--- src/fault_ctrl_pkg.sv ---
`default_nettype none
package fault_ctrl_pkg;
  localparam int ADDR_W = 4;
  localparam int DATA_W = 32;
  localparam int TMR_W  = 27;

  // Register byte offsets
  localparam logic [ADDR_W-1:0] CTRL_OFFSET   = 4'h0;
  localparam logic [ADDR_W-1:0] STATUS_OFFSET = 4'h4;
  localparam logic [ADDR_W-1:0] FAULT_OFFSET  = 4'h8;

  // Control fields
  localparam int CTRL_VOLT_LSB = 0;
  localparam int CTRL_VOLT_MSB = 1;
  localparam int CTRL_EST_BIT  = 2;
  localparam logic [2:0] CTRL_RESET = 3'h0;

  // Contract voltage codes
  localparam logic [1:0] VOLT_5V  = 2'h0;
  localparam logic [1:0] VOLT_MID = 2'h1;
  localparam logic [1:0] VOLT_TOP = 2'h2;

  // Fault flag positions
  localparam int FLT_FAST_OV   = 0;
  localparam int FLT_SLOW_OV   = 1;
  localparam int FLT_SLOW_UV   = 2;
  localparam int FLT_OCP       = 3;
  localparam int FLT_GD_TMO    = 4;
  localparam int FLT_SUPPLY    = 5;
  localparam int FLT_VBUS_RISE = 6;
  localparam int FLT_STARTUP   = 7;
  localparam int FLT_W         = 8;

  // Synchronised input positions
  localparam int IN_CC1      = 0;
  localparam int IN_CC2      = 1;
  localparam int IN_ACC      = 2;
  localparam int IN_DANGLE   = 3;
  localparam int IN_VBUS_RTH = 4;
  localparam int IN_VBUS_FTH = 5;
  localparam int IN_VBUS_UV  = 6;
  localparam int IN_FAST_OV  = 7;
  localparam int IN_SLOW_OV  = 8;
  localparam int IN_SLOW_UV  = 9;
  localparam int IN_OCP      = 10;
  localparam int IN_GD_N     = 11;
  localparam int IN_SUP_OK   = 12;
  localparam int IN_LOW_OK   = 13;
  localparam int IN_THERMAL  = 14;
  localparam int IN_W        = 15;

  // Times in ms and the clock rate in kHz
  localparam int CLK_KHZ         = 100000;
  localparam int T_CC_DEB_MS     = 150;
  localparam int T_ARM_MS        = 30;
  localparam int T_GD_LOW_MS     = 600;
  localparam int T_SUPPLY_MS     = 600;
  localparam int T_VBUS_RISE_MS  = 190;
  localparam int T_DISCHARGE_MS  = 250;

  localparam logic [TMR_W-1:0] CC_DEB_CYC    = TMR_W'(T_CC_DEB_MS * CLK_KHZ);
  localparam logic [TMR_W-1:0] ARM_CYC       = TMR_W'(T_ARM_MS * CLK_KHZ);
  localparam logic [TMR_W-1:0] GD_LOW_CYC    = TMR_W'(T_GD_LOW_MS * CLK_KHZ);
  localparam logic [TMR_W-1:0] SUPPLY_CYC    = TMR_W'(T_SUPPLY_MS * CLK_KHZ);
  localparam logic [TMR_W-1:0] VBUS_RISE_CYC =
    TMR_W'(T_VBUS_RISE_MS * CLK_KHZ);
  localparam logic [TMR_W-1:0] DISCHARGE_CYC =
    TMR_W'(T_DISCHARGE_MS * CLK_KHZ);
  localparam logic [TMR_W-1:0] STARTUP_CYC   = 27'h0000002;

  typedef enum logic [3:0] {
    ST_STARTUP, ST_BLOCKED, ST_SLEEP, ST_DEBOUNCE, ST_SUPPLY_WAIT,
    ST_POWER_ON, ST_ON, ST_HARD_RESET, ST_DISCHARGE, ST_FAULT_HOLD
  } state_type;
endpackage
`default_nettype wire

--- src/source_port_fault_control.sv ---
// The address map and the plain strobed port were left to the implementer.
`timescale 1ns/100ps
`default_nettype none
module source_port_fault_control
  import fault_ctrl_pkg::*;
#(
  parameter logic [TMR_W-1:0] CC_DEB_CYCLES    = CC_DEB_CYC,
  parameter logic [TMR_W-1:0] ARM_CYCLES       = ARM_CYC,
  parameter logic [TMR_W-1:0] GD_LOW_CYCLES    = GD_LOW_CYC,
  parameter logic [TMR_W-1:0] SUPPLY_CYCLES    = SUPPLY_CYC,
  parameter logic [TMR_W-1:0] VBUS_RISE_CYCLES = VBUS_RISE_CYC,
  parameter logic [TMR_W-1:0] DISCHARGE_CYCLES = DISCHARGE_CYC
) (
  input  wire logic                                clk,
  input  wire logic                                sys_rst,
  input  wire logic [fault_ctrl_pkg::ADDR_W-1:0]   reg_addr,
  input  wire logic [fault_ctrl_pkg::DATA_W-1:0]   reg_wdata,
  input  wire logic                                reg_write,
  input  wire logic                                reg_read,
  output logic      [fault_ctrl_pkg::DATA_W-1:0]   reg_rdata,
  input  wire logic                                cc1_in_window,
  input  wire logic                                cc2_in_window,
  input  wire logic                                cc_accessory,
  input  wire logic                                cc_dangling,
  input  wire logic                                vbus_above_rising,
  input  wire logic                                vbus_above_falling,
  input  wire logic                                vbus_above_uvlo,
  input  wire logic                                fast_ov_trip,
  input  wire logic                                slow_ov_trip,
  input  wire logic                                slow_uv_trip,
  input  wire logic                                overcurrent_trip,
  input  wire logic                                gate_disable_in_n,
  input  wire logic                                supply_above_uvlo,
  input  wire logic                                low_supply_ok,
  input  wire logic                                thermal_shutdown,
  output logic                                     gate_drive_out,
  output logic                                     gate_source_sense,
  output logic                                     hard_reset_req,
  output logic                                     discharge_en,
  output logic      [1:0]                          fast_ov_threshold,
  output logic                                     supply_select_low_o,
  output logic                                     supply_select_low_oe,
  output logic                                     supply_select_high_o,
  output logic                                     supply_select_high_oe,
  output logic                                     attach_indicator_n_o,
  output logic                                     attach_indicator_n_oe,
  output logic                                     digital_supply_out_o,
  output logic                                     digital_supply_out_oe,
  output logic                                     aux_from_low_supply,
  output logic                                     sleep_mode
);
  import fault_ctrl_pkg::*;

  function automatic logic [TMR_W-1:0] sat_inc(
    input logic [TMR_W-1:0] cnt,
    input logic [TMR_W-1:0] lim
  );
    sat_inc = (cnt >= lim) ? cnt : cnt + 1'b1;
  endfunction

  // Input synchroniser; only the second stage is read
  logic [IN_W-1:0] sync1_q;
  logic [IN_W-1:0] sync2_q;
  wire  [IN_W-1:0] raw_in = {thermal_shutdown, low_supply_ok,
                             supply_above_uvlo, gate_disable_in_n,
                             overcurrent_trip, slow_uv_trip, slow_ov_trip,
                             fast_ov_trip, vbus_above_uvlo,
                             vbus_above_falling, vbus_above_rising,
                             cc_dangling, cc_accessory, cc2_in_window,
                             cc1_in_window};

  always_ff @(posedge clk) begin
    if (sys_rst) begin
      sync1_q <= '0;
      sync2_q <= '0;
    end else begin
      sync1_q <= raw_in;
      sync2_q <= sync1_q;
    end
  end

  wire rst = sys_rst | sync2_q[IN_THERMAL];

  wire cc1_s      = sync2_q[IN_CC1];
  wire cc2_s      = sync2_q[IN_CC2];
  wire acc_s      = sync2_q[IN_ACC];
  wire vbus_rth_s = sync2_q[IN_VBUS_RTH];
  wire vbus_fth_s = sync2_q[IN_VBUS_FTH];
  wire vbus_uv_s  = sync2_q[IN_VBUS_UV];
  wire gd_s       = sync2_q[IN_GD_N];
  wire plug_now   = 1'b0;
  wire [3:0] plug_s = {sync2_q[IN_DANGLE], acc_s, cc2_s, cc1_s};
  wire sink_s     = cc1_s ^ cc2_s;

  state_type state_q;
  state_type state_d;
  logic [TMR_W-1:0] timer_q;
  logic [TMR_W-1:0] absent_q;
  logic [TMR_W-1:0] gdlow_q;
  logic [TMR_W-1:0] arm_q;
  logic [TMR_W-1:0] ocp_cnt_q;
  logic [TMR_W-1:0] trans_q;
  logic [3:0]       plug_q;
  logic [2:0]       ctrl_q;
  logic [FLT_W-1:0] fault_q;
  logic [FLT_W-1:0] fault_set;
  logic             keep_q;
  logic             keep_d;
  logic             gate_q;
  logic             rth_seen_q;
  logic             trans_up_q;
  logic             trans_dn_q;
  logic             hard_reset_q;
  logic             discharge_q;
  logic [DATA_W-1:0] rdata_q;

  wire [1:0] volt_q = ctrl_q[CTRL_VOLT_MSB:CTRL_VOLT_LSB];
  wire [1:0] volt_w = reg_wdata[CTRL_VOLT_MSB:CTRL_VOLT_LSB];
  wire wr_ctrl  = reg_write && (reg_addr == CTRL_OFFSET);
  wire wr_fault = reg_write && (reg_addr == FAULT_OFFSET);

  wire attached = (state_q == ST_SUPPLY_WAIT) || (state_q == ST_POWER_ON) ||
                  (state_q == ST_ON) || (state_q == ST_HARD_RESET) ||
                  (state_q == ST_DISCHARGE) || (state_q == ST_FAULT_HOLD);
  wire powered  = (state_q == ST_POWER_ON) || (state_q == ST_ON);
  wire timer_done_deb  = timer_q >= CC_DEB_CYCLES;
  wire detach_done     = absent_q >= CC_DEB_CYCLES;
  wire gd_timeout      = gdlow_q >= GD_LOW_CYCLES;
  wire slow_armed      = arm_q >= ARM_CYCLES;
  wire ocp_armed       = ocp_cnt_q >= ARM_CYCLES;
  wire fast_ov_hit     = sync2_q[IN_FAST_OV];
  wire ocp_hit = sync2_q[IN_OCP] || (ocp_armed && !vbus_fth_s);
  wire slow_ov_hit = slow_armed && !trans_up_q && sync2_q[IN_SLOW_OV];
  wire slow_uv_hit = slow_armed && !trans_dn_q && sync2_q[IN_SLOW_UV];
  wire rise_tmo    = (state_q == ST_POWER_ON) &&
                     (timer_q >= VBUS_RISE_CYCLES) && !vbus_uv_s;

  always_comb begin
    state_d   = state_q;
    keep_d    = 1'b0;
    fault_set = '0;
    unique case (state_q)
      ST_STARTUP: begin
        if (timer_q >= STARTUP_CYC) begin
          state_d = vbus_uv_s ? ST_BLOCKED : ST_DEBOUNCE;
          fault_set[FLT_STARTUP] = vbus_uv_s;
        end
      end
      ST_BLOCKED: begin
        if (!vbus_uv_s) state_d = ST_DEBOUNCE;
      end
      ST_SLEEP: begin
        if (plug_s != plug_q) state_d = ST_DEBOUNCE;
      end
      ST_DEBOUNCE: begin
        if (sink_s && !vbus_fth_s) begin
          if (timer_done_deb) state_d = ST_SUPPLY_WAIT;
        end else if (!sink_s && !acc_s) begin
          state_d = ST_SLEEP;
        end
      end
      ST_SUPPLY_WAIT: begin
        if (sync2_q[IN_SUP_OK] && gd_s) begin
          state_d = ST_POWER_ON;
        end else if (!sync2_q[IN_SUP_OK] && timer_q >= SUPPLY_CYCLES) begin
          state_d = ST_FAULT_HOLD;
          fault_set[FLT_SUPPLY] = 1'b1;
        end
      end
      ST_POWER_ON, ST_ON: begin
        if (fast_ov_hit) begin
          state_d = ST_HARD_RESET;
          fault_set[FLT_FAST_OV] = 1'b1;
        end else if (ocp_hit) begin
          state_d = ST_HARD_RESET;
          fault_set[FLT_OCP] = 1'b1;
        end else if (slow_ov_hit || slow_uv_hit) begin
          state_d = ST_HARD_RESET;
          keep_d  = 1'b1;
          fault_set[FLT_SLOW_OV] = slow_ov_hit;
          fault_set[FLT_SLOW_UV] = slow_uv_hit;
        end else if (rise_tmo) begin
          state_d = ST_DISCHARGE;
          fault_set[FLT_VBUS_RISE] = 1'b1;
        end else if (state_q == ST_POWER_ON && vbus_uv_s) begin
          state_d = ST_ON;
        end
      end
      ST_HARD_RESET: begin
        state_d = ST_DISCHARGE;
      end
      ST_DISCHARGE: begin
        if (timer_q >= DISCHARGE_CYCLES) state_d = ST_DEBOUNCE;
      end
      ST_FAULT_HOLD: begin
        state_d = ST_FAULT_HOLD;
      end
    endcase
    if (attached && gd_timeout && state_q != ST_HARD_RESET &&
        state_q != ST_DISCHARGE) begin
      state_d = ST_HARD_RESET;
      keep_d  = 1'b0;
      fault_set[FLT_GD_TMO] = 1'b1;
    end
    if (attached && detach_done && state_q != ST_DISCHARGE) begin
      state_d = ST_DISCHARGE;
    end
  end

  wire gate_d = gd_s && !plug_now &&
                ((state_d == ST_POWER_ON) || (state_d == ST_ON) ||
                 (state_d == ST_HARD_RESET && keep_d));

  always_ff @(posedge clk) begin
    if (rst) begin
      state_q <= ST_STARTUP;
      timer_q <= '0;
    end else begin
      state_q <= state_d;
      timer_q <= (state_d != state_q) ? '0 : sat_inc(timer_q, '1);
    end
  end

  always_ff @(posedge clk) begin
    if (rst) begin
      absent_q  <= '0;
      gdlow_q   <= '0;
      arm_q     <= '0;
      ocp_cnt_q <= '0;
    end else begin
      absent_q  <= (attached && !sink_s) ?
                   sat_inc(absent_q, CC_DEB_CYCLES) : '0;
      gdlow_q   <= (attached && !gd_s) ? sat_inc(gdlow_q, GD_LOW_CYCLES) : '0;
      arm_q     <= gate_q ? sat_inc(arm_q, ARM_CYCLES) : '0;
      ocp_cnt_q <= (gate_q && rth_seen_q) ?
                   sat_inc(ocp_cnt_q, ARM_CYCLES) : '0;
    end
  end

  // Transition window masks the slow OV check while the supply moves up and the slow UV check while it moves down
  always_ff @(posedge clk) begin
    if (rst) begin
      trans_up_q <= 1'b0;
      trans_dn_q <= 1'b0;
      trans_q    <= '0;
    end else if (wr_ctrl && volt_w != volt_q) begin
      trans_up_q <= volt_w > volt_q;
      trans_dn_q <= volt_w < volt_q;
      trans_q    <= '0;
    end else if (trans_q >= ARM_CYCLES) begin
      trans_up_q <= 1'b0;
      trans_dn_q <= 1'b0;
    end else begin
      trans_q    <= sat_inc(trans_q, ARM_CYCLES);
    end
  end

  always_ff @(posedge clk) begin
    if (rst) begin
      gate_q       <= 1'b0;
      keep_q       <= 1'b0;
      rth_seen_q   <= 1'b0;
      hard_reset_q <= 1'b0;
      discharge_q  <= 1'b0;
      plug_q       <= '0;
    end else begin
      gate_q       <= gate_d;
      keep_q       <= keep_d;
      rth_seen_q   <= gate_q && (rth_seen_q || vbus_rth_s);
      hard_reset_q <= (state_d == ST_HARD_RESET) &&
                      (state_q != ST_HARD_RESET);
      discharge_q  <= state_d == ST_DISCHARGE;
      plug_q       <= (state_q == ST_SLEEP) ? plug_q : plug_s;
    end
  end

  always_ff @(posedge clk) begin
    if (rst) begin
      ctrl_q <= CTRL_RESET;
    end else if (wr_ctrl) begin
      ctrl_q <= reg_wdata[CTRL_EST_BIT:CTRL_VOLT_LSB];
    end else if (!attached) begin
      ctrl_q <= CTRL_RESET;
    end
  end

  // Hardware set wins over a write-one clear in the same cycle
  wire [FLT_W-1:0] fault_clr = wr_fault ? reg_wdata[FLT_W-1:0] : '0;

  always_ff @(posedge clk) begin
    if (rst) begin
      fault_q <= '0;
    end else begin
      fault_q <= (fault_q & ~fault_clr) | fault_set;
    end
  end

  wire [DATA_W-1:0] status_word = {{(DATA_W-9){1'b0}}, sleep_mode,
                                   ocp_armed, slow_armed, attached, gate_q,
                                   state_q};
  wire [DATA_W-1:0] read_mux =
    (reg_addr == CTRL_OFFSET)   ? {{(DATA_W-3){1'b0}}, ctrl_q} :
    (reg_addr == STATUS_OFFSET) ? status_word :
    (reg_addr == FAULT_OFFSET)  ? {{(DATA_W-FLT_W){1'b0}}, fault_q} :
                                  '0;

  always_ff @(posedge clk) begin
    if (rst) begin
      rdata_q <= '0;
    end else begin
      rdata_q <= reg_read ? read_mux : '0;
    end
  end

  assign reg_rdata             = rdata_q;
  assign gate_drive_out        = gate_q;
  assign gate_source_sense     = gate_q;
  assign hard_reset_req        = hard_reset_q;
  assign discharge_en          = discharge_q;
  assign fast_ov_threshold     = volt_q;
  assign supply_select_low_o   = 1'b0;
  assign supply_select_low_oe  = volt_q != VOLT_5V;
  assign supply_select_high_o  = 1'b0;
  assign supply_select_high_oe = volt_q == VOLT_TOP;
  assign attach_indicator_n_o  = 1'b0;
  assign attach_indicator_n_oe = attached;
  assign digital_supply_out_o  = 1'b1;
  assign digital_supply_out_oe = attached || acc_s;
  assign aux_from_low_supply   = ctrl_q[CTRL_EST_BIT] && sync2_q[IN_LOW_OK];
  assign sleep_mode            = state_q == ST_SLEEP;
endmodule // source_port_fault_control
`default_nettype wire

--- config.mk ---
export PLATFORM = sky130hd
export DESIGN_NAME = source_port_fault_control
export DESIGN_NICKNAME = d
export VERILOG_FILES = /design/src/fault_ctrl_pkg.sv /design/src/source_port_fault_control.sv
export SDC_FILE = /design/constraint.sdc
export NUM_CORES = 1
export LEC_CHECK = 0
export BUFFER_PORTS_ARGS = -buffer_cell sky130_fd_sc_hd__buf_2
export CORE_UTILIZATION = 55
export CTS_BUF_LIST = sky130_fd_sc_hd__clkbuf_8
export CTS_CLUSTER_SIZE = 40
export DETAILED_ROUTE_END_ITERATION = 10
export MAX_ROUTING_LAYER = met4
export PLACE_DENSITY = 0.83
export SLEW_MARGIN = 20
export SYNTH_ARGS = -nofsm -noshare
export SYNTH_HDL_FRONTEND = slang
export SYNTH_SLANG_ARGS = --single-unit
--- constraint.sdc ---
create_clock -name clk -period 3.2 [get_ports clk]
set_input_delay 0.32 -clock clk [delete_from_list [all_inputs] [get_ports clk]]
set_output_delay 0.32 -clock clk [all_outputs]
set_load 0.1 [all_outputs]
After elaboration in Yosys (flattened, before gate mapping)
Index checks and enable logic that the tools add are counted.
{"block": "totals", "ramBits": 0, "latchBits": 0, "register_bits": 249, "out_inout_bits": 48, "memories": 0, "romBits": 0}
{"block": "op_classes", "bitwise_logic": 10, "n_mux": 49, "n_div": 0, "mul": 0, "n_eq_ne": 22, "n_reduce_logical": 61, "add_sub_neg": 6, "shift": 0, "order_cmp": 13}
{"cell": "$add 27x1->27 const B", "n": 6}
{"cell": "$ge 27x22->1 const B", "n": 3}
{"cell": "$mux 4", "n": 17}
{"cell": "$ge 27x24->1 const B", "n": 2}
{"cell": "$ge 27x25->1 const B", "n": 2}
{"cell": "$ge 27x26->1 const B", "n": 2}
{"cell": "$pmux 4 s9", "n": 1}
{"cell": "$eq 4x3->1 const B", "n": 8}
{"cell": "$logic_and 1x1->1", "n": 28}
{"cell": "$ge 27x2->1 const B", "n": 1}
{"cell": "$ge 27x27->1 const B", "n": 1}
{"cell": "$mux 1", "n": 21}
{"cell": "$eq 4x4->1 const B", "n": 4}
{"cell": "$mux 8", "n": 2}
{"cell": "$reduce_or 2->1", "n": 8}
{"cell": "$mux 3", "n": 4}
{"cell": "$logic_or 1x1->1", "n": 11}
{"cell": "$mux 9", "n": 1}
{"cell": "$and 8x8->8", "n": 1}
{"cell": "$eq 4x2->1 const B", "n": 2}
{"cell": "$logic_not 1->1", "n": 8}
{"cell": "$logic_not 4->1", "n": 2}
{"cell": "$ne 4x4->1", "n": 2}
{"cell": "$not 8->8", "n": 1}
{"cell": "16 further kinds", "n": 23}

Longest topological paths before layout
Gate-level depths: netlist (run 1).
{"block": "logic_depth", "word_depth": 15, "depth_mapped": 11}

Worst setup path after synthesis (run 1)
No wires, ideal clock.
{"block": "synth_timing", "path_type": "reg2out", "from": "register state_q[3]", "to": "output digital_supply_out_oe", "path_slack_ns": -0.488, "path_stages_with_launch": 6, "arrival_time_ns": 3.368, "path_cell_list": "dfxtp_1 clkbuf_1 clkbuf_1 nand2_1 o21ai_1 nand2b_1"}
{"block": "synth_via", "elab_chain_cells": 7}
{"item": "start, declared", "line_no": "source_port_fault_control.sv:95", "text": "state_type state_q;"}
{"item": "start signal, assigned", "line_no": "source_port_fault_control.sv:219", "text": "state_q <= state_d;"}
{"item": "$eq 4x3->1", "line_no": "source_port_fault_control.sv:122", "text": "wire attached = (state_q == ST_SUPPLY_WAIT) || (state_q == ST_POWER_ON) ||"}
{"item": "$logic_or 1x1->1 (2 in a row)", "line_no": "source_port_fault_control.sv:122"}
{"item": "$logic_or 1x1->1 (2 in a row)", "line_no": "source_port_fault_control.sv:123", "text": "(state_q == ST_ON) || (state_q == ST_HARD_RESET) ||"}
{"item": "$logic_or 1x1->1 (*)", "line_no": "source_port_fault_control.sv:124", "text": "(state_q == ST_DISCHARGE) || (state_q == ST_FAULT_HOLD);"}
{"item": "named net attach_indicator_n_oe", "line_no": "source_port_fault_control.sv:46", "text": "output logic attach_indicator_n_oe,"}
{"item": "$logic_or 1x1->1 (*)", "line_no": "source_port_fault_control.sv:328", "text": "assign digital_supply_out_oe = attached || acc_s;"}
{"item": "end, declared", "line_no": "source_port_fault_control.sv:48", "text": "output logic digital_supply_out_oe,"}
Mark *: on every way through the listed nets, which the timed path passes. The rest lies on a longest branch.

Worst setup path after layout (run 1)
{"block": "layout_timing", "from": "register gdlow_q[11]", "to": "register timer_q[1]"}
{"block": "layout_via", "elab_chain_cells": 8}
{"item": "start, declared", "line_no": "source_port_fault_control.sv:99", "text": "logic [TMR_W-1:0] gdlow_q;"}
{"item": "start signal, assigned", "line_no": "source_port_fault_control.sv:233", "text": "gdlow_q <= (attached && !gd_s) ? sat_inc(gdlow_q, GD_LOW_CYCLES) : '0;"}
{"item": "$ge 27x26->1", "line_no": "source_port_fault_control.sv:128", "text": "wire gd_timeout = gdlow_q >= GD_LOW_CYCLES;"}
{"item": "$logic_and 1x1->1 (3 in a row)", "line_no": "source_port_fault_control.sv:199", "text": "if (attached && gd_timeout && state_q != ST_HARD_RESET &&"}
{"item": "$mux 4", "line_no": "source_port_fault_control.sv:199"}
{"item": "$mux 4", "line_no": "source_port_fault_control.sv:205", "text": "if (attached && detach_done && state_q != ST_DISCHARGE) begin"}
{"item": "$ne 4x4->1", "line_no": "source_port_fault_control.sv:220", "text": "timer_q <= (state_d != state_q) ? '0 : sat_inc(timer_q, '1);"}
{"item": "$reduce_or 2->1 (no source line)"}
{"item": "end signal, assigned", "line_no": "source_port_fault_control.sv:220"}
{"item": "end, declared", "line_no": "source_port_fault_control.sv:97", "text": "logic [TMR_W-1:0] timer_q;"}
Every way passes these cells.
A chain may end at the register's enable or synchronous reset.

==> flow_metrics.env, run 1 <==
export IMPL_powerDensity_nw_per_um2=595
export IMPL_seq_area_frac_synth_pct=42.5
export IMPL_place_congestion=0.951
export IMPL_status="finished, final reports clean"
export IMPL_cts_buffers_inserted=38
export IMPL_cts_tree="yes"
export IMPL_htreeDepth=2
export IMPL_worst_ep_arrival_time_ps=3380
export IMPL_grt_ovfl_total=0
export IMPL_syn_area_um2=10600
export IMPL_finalHoldViolCount=0
export IMPL_ioPinCount=103
export IMPL_vias=8962
export IMPL_start_util_pct=56.5
export IMPL_slew_viol_final=0
export IMPL_drt_first_pass_iters=5
export IMPL_fill_cells=1566
export IMPL_routed_via_density=5.44
export IMPL_clockRootBuffer="clkbuf_8"
export IMPL_path_class="reg -> reg"
export IMPL_ys_warnings_count=0
export IMPL_drcViolationCount=0
export IMPL_rsz0062_at_grt="false"
export IMPL_drv_cap=0
export IMPL_layout_drive_gt1_share_pct=11.9
export IMPL_worst_clock_skew_ps=30.9
export IMPL_insertion_delay_ps=540
export IMPL_postRouteAntennaNets=0
export IMPL_drt_wl_total_um=22900
export IMPL_grt_pass1_vias=8280
export IMPL_grtUsageTotal_pct=24.1
export IMPL_drt_iter0_drc=528
export IMPL_crit_fanout=9
export IMPL_coreArea_um2=18800
export IMPL_synth_cells=1282
export IMPL_synthArstFlopShare_pct=0
export IMPL_startpoint_type="flip-flop"
export IMPL_peakVddDrop_mv=0.486
export IMPL_ys_top_cells_by_area="dfxtp_1 43%, xor2_1 6.8%, nor2_1 6.3%, nand2_1 4.6%, nand3_1 3.3%"
export IMPL_synth_edff_count=0
export IMPL_dieHeight_um=141
export IMPL_synth_top_flop_cell="dfxtp_1"
export IMPL_clk_path_buf_depth=3
export IMPL_synth_top_area_share_pct=42.5
export IMPL_timing_worst_slew_pin_value_ps=750
export IMPL_portBuffers=51
export IMPL_synth_cell_type_count=72
export IMPL_die_area_um2=19900
export IMPL_fin_nets=1426
export IMPL_fin_crit_ps=2950
export IMPL_slew_headroom_pct=49.8
export IMPL_synth_area_per_cell_um2=8.30
export IMPL_num_rows=50
export IMPL_p_leak_uw=0.00446
export IMPL_clkSinkCount=226
export IMPL_dp_hpwl_um=15800
export IMPL_grt_antenna_before_repair=0
export IMPL_slowest_delay_ps=560
export IMPL_antennaDiodeCount=0
export IMPL_fin_util_pct=64.1
export IMPL_fin_crit_sh_pct=92.1
export IMPL_grt_pass1_wl_um=38300
export IMPL_grt_max_degree=33
export IMPL_path_clk_slew_ps=60
export IMPL_critPathCaptureType="flip-flop"
export IMPL_finalSetupViolCount=0
export IMPL_yosys_area_top_type="dfxtp_1"
export IMPL_finalSetupTns_ps=0
export IMPL_critPathSlowestCell="nor4_1"
export IMPL_required_ps=3630
export IMPL_syn_to_final_growth_pct=13.4
export IMPL_die_w_um=141
export IMPL_ys_ff_latch=226
export IMPL_routedWlPerCell_um=13.9
export IMPL_hold_class="in -> reg"
export IMPL_crit_chain="or4_1 > o21bai_1 > a211oi_2 > nor4_1 > a311o_1 > o2111a_1 > nand4_1 > buf_4 > nor4b_1"
export IMPL_timing_fmax_ghz=0.339
## routing by layer
| metal | wire length [um] | share of wire (%) | global-route usage, % |
|---|---|---|---|
| met1 | 10700 | 47 | 31.2 |
| met2 | 10500 | 46 | 38.5 |
| met3 | 1220 | 5.3 | 3.94 |
| met4 | 418 | 1.8 | 7.38 |
| met5 | 0 | 0 | - |
## final timing paths
path / startpoint / to / slack, ps / depth (start not counted)
setup / recovery: gdlow_q[11]$_SDFFE_PP0P_ / timer_q[1]$_SDFFE_PP0N_ / 250 / 9
hold / removal: overcurrent_trip / sync1_q[10]$_SDFF_PP0_ / 30 / 2
hold reg to reg: absent_q[25]$_SDFFE_PP0P_ / absent_q[25]$_SDFFE_PP0P_ / 430 / 2
setup reg to reg: gdlow_q[11]$_SDFFE_PP0P_ / timer_q[1]$_SDFFE_PP0N_ / 250 / 9
## timing repair
item | 4_1_cts | 5_1_grt
resized for setup | 0 | 4
endpoints found under the setup margin | 0 | 2
hold buffers | 14 | 0
buffers inserted | 0 | 0
hold endpoints to repair | 14 | 0
## layout make-up
type / instances / area (um2) / area share (%)
multi-input cells: 957 / 5630 / 46.7
flip-flops and latches: 226 / 4530 / 37.5
clock buffers: 48 / 661 / 5.48
repair buffers: 89 / 601 / 4.98
well taps: 260 / 325 / 2.70
inverters: 45 / 169 / 1.40
clock inverters: 21 / 153 / 1.27
## stage by stage
stage / std cells / setup WS (ps) / instance area (um2) / power [uW] / hold slack (ps)
2_1_floorplan: 1307 / 150 / 10700 / 4150 / 408
3_3_place_gp: 1563 / 302 / 11100 / 4520 / 417
3_5_place_dp: 1563 / 183 / 11100 / 4520 / 420
4_1_cts: 1646 / 179 / 12000 / 7220 / 12.9
5_1_grt: 1646 / 12.8 / 12100 / 7480 / 19.4
6_report: 1646 / 253 / 12100 / 7180 / 28.6
## critical path: cells and delay by family, from the launching register on
family	cells	cell delay (ps)
AND/OR/NAND/NOR	4	1430
buffers and inverters	1	190
flip-flops	1	340
AO/OA/AOI/OAI	4	880
## cells in the final DEF (no fill, tap or decap), types with 4 or more instances in the layout
cell type / synthesis / final
a211oi_1: 9 / 8
nor4_1: 19 / 18
nand3_1: 70 / 70
a21oi_1: 52 / 52
mux2i_1: 4 / 4
nor3_1: 54 / 54
a32oi_1: 4 / 4
nor3_2: 11 / 11
and3_1: 42 / 42
xor2_1: 82 / 82
nand4_1: 28 / 28
inv_1: 45 / 56
or3_1: 18 / 18
clkinv_2: 0 / 4
conb_1: 2 / 27
or2_2: 5 / 5
nand2_1: 131 / 131
clkbuf_8: 0 / 48
o21ai_0: 30 / 30
a22oi_1: 6 / 6
xnor2_1: 36 / 36
buf_2: 5 / 51
a41oi_1: 5 / 5
nor2b_1: 36 / 36
a31oi_1: 7 / 7
dfxtp_1: 226 / 225
dlygate4sd3_1: 0 / 14
buf_4: 30 / 22
nor2_1: 178 / 178
and2_1: 13 / 13
and4_1: 5 / 5
ha_1: 14 / 14
## where the power goes
part	internal [uW]	leakage (uW)	total (uW)	switching, uW
registers	2880	0.00183	2940	61.3
logic	461	0.00218	1550	1090
clock network	1520	0.000453	2690	1160
## kinds of logic after synthesis
family          count (synthesis)  synth area share, %
compound gates                163                 10.4
xor+xnor                      118                 9.72
fa+ha+maj                      14                 1.65
buf+inv                       124                 5.64
flops                         226                 42.5
mux                             4                0.376
other cells                     2               0.0706
simple gates                  631                 29.6
## flip-flops by register name (all words and copies together), names as in the netlist
name            cells
sync1_q            15
trans_up_q          1
plug_q              4
fault_q             8
arm_q              27
reg_rdata           9
sync2_q            15
rth_seen_q          1
trans_q            27
gdlow_q            27
timer_q            27
discharge_en        1
state_q             4
ctrl_q              3
gate_drive_out      1
ocp_cnt_q          27
trans_dn_q          1
hard_reset_req      1
absent_q           27
## Yosys cell counts (4+ instances only)
cell type	instances
or2_2	5
a21oi_1	52
a31oi_1	7
nand3_1	70
nor3_1	54
nor2_1	178
nor4_1	19
xor2_1	82
and3_1	42
xnor2_1	36
a41oi_1	5
or3_1	18
and2_1	13
mux2i_1	4
a32oi_1	4
buf_4	30
clkbuf_1	40
ha_1	14
buf_2	5
nor2b_1	36
inv_1	45
dfxtp_1	226
a211oi_1	9
a22oi_1	6
nor3_2	11
nand2_1	131
nand4_1	28
o21ai_0	30
and4_1	5
(Power assumes the default switching activity.)
==> run 2, diff against run 1 <==
--- a/config.mk
+++ b/config.mk
@@ -6,12 +6,14 @@
 export NUM_CORES = 1
 export LEC_CHECK = 0
 export BUFFER_PORTS_ARGS = -buffer_cell sky130_fd_sc_hd__buf_2
-export CORE_UTILIZATION = 55
+export CELL_PAD_IN_SITES_DETAIL_PLACEMENT = 1
+export CELL_PAD_IN_SITES_GLOBAL_PLACEMENT = 1
+export CORE_UTILIZATION = 46
 export CTS_BUF_LIST = sky130_fd_sc_hd__clkbuf_8
 export CTS_CLUSTER_SIZE = 40
 export DETAILED_ROUTE_END_ITERATION = 10
 export MAX_ROUTING_LAYER = met4
-export PLACE_DENSITY = 0.83
+export PLACE_DENSITY = 0.9
 export SLEW_MARGIN = 20
 export SYNTH_ARGS = -nofsm -noshare
 export SYNTH_HDL_FRONTEND = slang
==> run 2 against run 1 <==
Sequential power barely moved. Worst setup slack got worse by 160 ps. Non-clock buffer count rose by 10. Count of clock-buffer cells in the layout rose by 7. Core utilization decreased by 10 points. First-iteration DRC count grew 6.3%. Register-to-register slack lost 160 ps. Flip-flop and latch count unchanged. Total power rose by 3.5%. Via count increased by 5.4%. Sequential share of layout area shrank 0.43 points. Largest power group unchanged.
==> flow_metrics.env, run 2 (synthesis gave the netlist of run 1 again) <==
export IMPL_status="finished, final reports clean"
export IMPL_p_sw_share_pct=32.8
export IMPL_p_leak_uw=0.00455
export IMPL_worst_clock_skew_ps=19.5
export IMPL_grt_pass1_vias=9857
export IMPL_grt_max_degree=33
export IMPL_finalSetupViolCount=0
export IMPL_coreArea_um2=22600
export IMPL_layout_commonest_cell="dfxtp_1"
export IMPL_clockRootBuffer="clkbuf_8"
export IMPL_layout_drive_gt1_share_pct=12.7
export IMPL_rsz0062_at_grt="false"
export IMPL_drt_first_pass_iters=8
export IMPL_final_cell_mix="226 x dfxtp_1, 178 x nor2_1, 131 x nand2_1, 82 x xor2_1, 70 x nand3_1"
export IMPL_slew_headroom_pct=44.0
export IMPL_fin_crit_ps=3110
export IMPL_syn_to_final_growth_pct=14.7
export IMPL_path_clk_slew_ps=60
export IMPL_drcViolationCount=0
export IMPL_die_area_um2=23700
export IMPL_timing_worst_slew_pin_value_ps=838
export IMPL_stdcell_area_um2=12200
export IMPL_antennaDiodeCount=0
export IMPL_power_frac_clock_pct=38.2
export IMPL_htreeDepth=2
export IMPL_die_w_um=154
export IMPL_routedWlPerCell_um=17.2
export IMPL_timing_fmax_ghz=0.322
export IMPL_drt_iter0_drc=561
export IMPL_cts_tree="yes"
export IMPL_grt_antenna_before_repair=0
export IMPL_startpoint_type="flip-flop"
export IMPL_drv_cap=0
export IMPL_postRouteAntennaNets=0
export IMPL_hold_class="in -> reg"
export IMPL_internal_power_uw=4990
export IMPL_peakVddDrop_mv=0.460
export IMPL_dp_hpwl_um=19900
export IMPL_grt_ovfl_total=0
export IMPL_finalSetupTns_ps=0
export IMPL_clkSinkCount=226
export IMPL_powerDensity_nw_per_um2=609
export IMPL_cts_buffers_inserted=40
export IMPL_portBuffers=51
export IMPL_grtUsageTotal_pct=25.6
export IMPL_num_rows=55
export IMPL_clk_path_buf_depth=3
export IMPL_ioPinCount=103
export IMPL_fin_nets=1438
export IMPL_insertion_delay_ps=540
export IMPL_cts_setup_buffers=0
export IMPL_finalHoldViolCount=0
export IMPL_slew_viol_final=0
export IMPL_whs_ps=34.2
export IMPL_comb_power_share_pct=22.0
export IMPL_routed_via_density=5.61
export IMPL_hold_buffers=12
export IMPL_vias=9443
export IMPL_pwr_share_seq_pct=39.8
export IMPL_required_ps=3650
export IMPL_placedInstanceArea_um2=11200
export IMPL_dieHeight_um=154
export IMPL_p_sw_uw=2440
export IMPL_path_class="reg -> reg"
export IMPL_critPathCaptureType="flip-flop"
export IMPL_start_util_pct=47.0
export IMPL_grt_pass1_wl_um=48400
export IMPL_place_congestion=0.946
export IMPL_drt_wl_total_um=28900
export IMPL_crit_fanout=8
export IMPL_post_cts_resize_count=0
export IMPL_fin_crit_sh_pct=97.0
export IMPL_worst_ep_arrival_time_ps=3550
==> run 2: layout make-up <==
class                      instances  area, um2
clock inverter                    17        113
timing repair buffer              99        671
clock buffer                      55        757
tap                              285        357
fill                            2708      10400
inverter                          45        169
multi-input combinational        957       5610
sequential                       226       4520
==> run 2: metal layers <==
metal / vias up / share of wire (%) / track usage [%]
met2: 250 / 49 / 43.5
li1: 4546 / - / -
met3: 85 / 5.0 / 4.76
met5: - / 0 / -
met4: 0 / 2.9 / 10.1
met1: 4562 / 43 / 29.7
==> run 2: path summary, 6_finish.rpt <==
check	end	slack, ps	cells after the start	start
setup reg to reg	timer_q[24]$_SDFFE_PP0N_	90	10	timer_q[23]$_SDFFE_PP0N_
hold reg to reg	absent_q[26]$_SDFFE_PP0P_	440	2	absent_q[26]$_SDFFE_PP0P_
hold / removal	sync1_q[13]$_SDFF_PP0_	30	2	low_supply_ok
setup / recovery	timer_q[24]$_SDFFE_PP0N_	90	10	timer_q[23]$_SDFFE_PP0N_
==> run 2: critical path, cell delays in order (launching register included) <==
cell and delay (ps):
dfxtp_1 390, nor4b_2 360, o21ai_0 220, a2111oi_0 450
buf_4 200, nor2_1 60, o41ai_2 380, o221ai_1 200
a31o_1 360, buf_4 210, nor3_1 180
==> run 2: through the flow <==
step / util (%) / setup WS, ps / total power, uW / std cells
final: 53.9 / 94.5 / 7430 / 1684
after global routing: 53.9 / 15.6 / 7740 / 1684
after CTS: 53.9 / 133 / 7490 / 1684
after detailed placement: 49.5 / 170 / 4620 / 1600
after global placement: 49.5 / 264 / 4590 / 1600
after floorplan: - / 150 / 4150 / 1307
==> run 2: power by group through the flow <==
stage,Combinational [uW],Clock (uW),Sequential [uW]
global placement,1580,0,3010
detailed placement,1610,0,3020
floorplan,1130,0,3020
global route,1750,3030,2960
CTS,1630,2900,2950
finish,1630,2840,2960
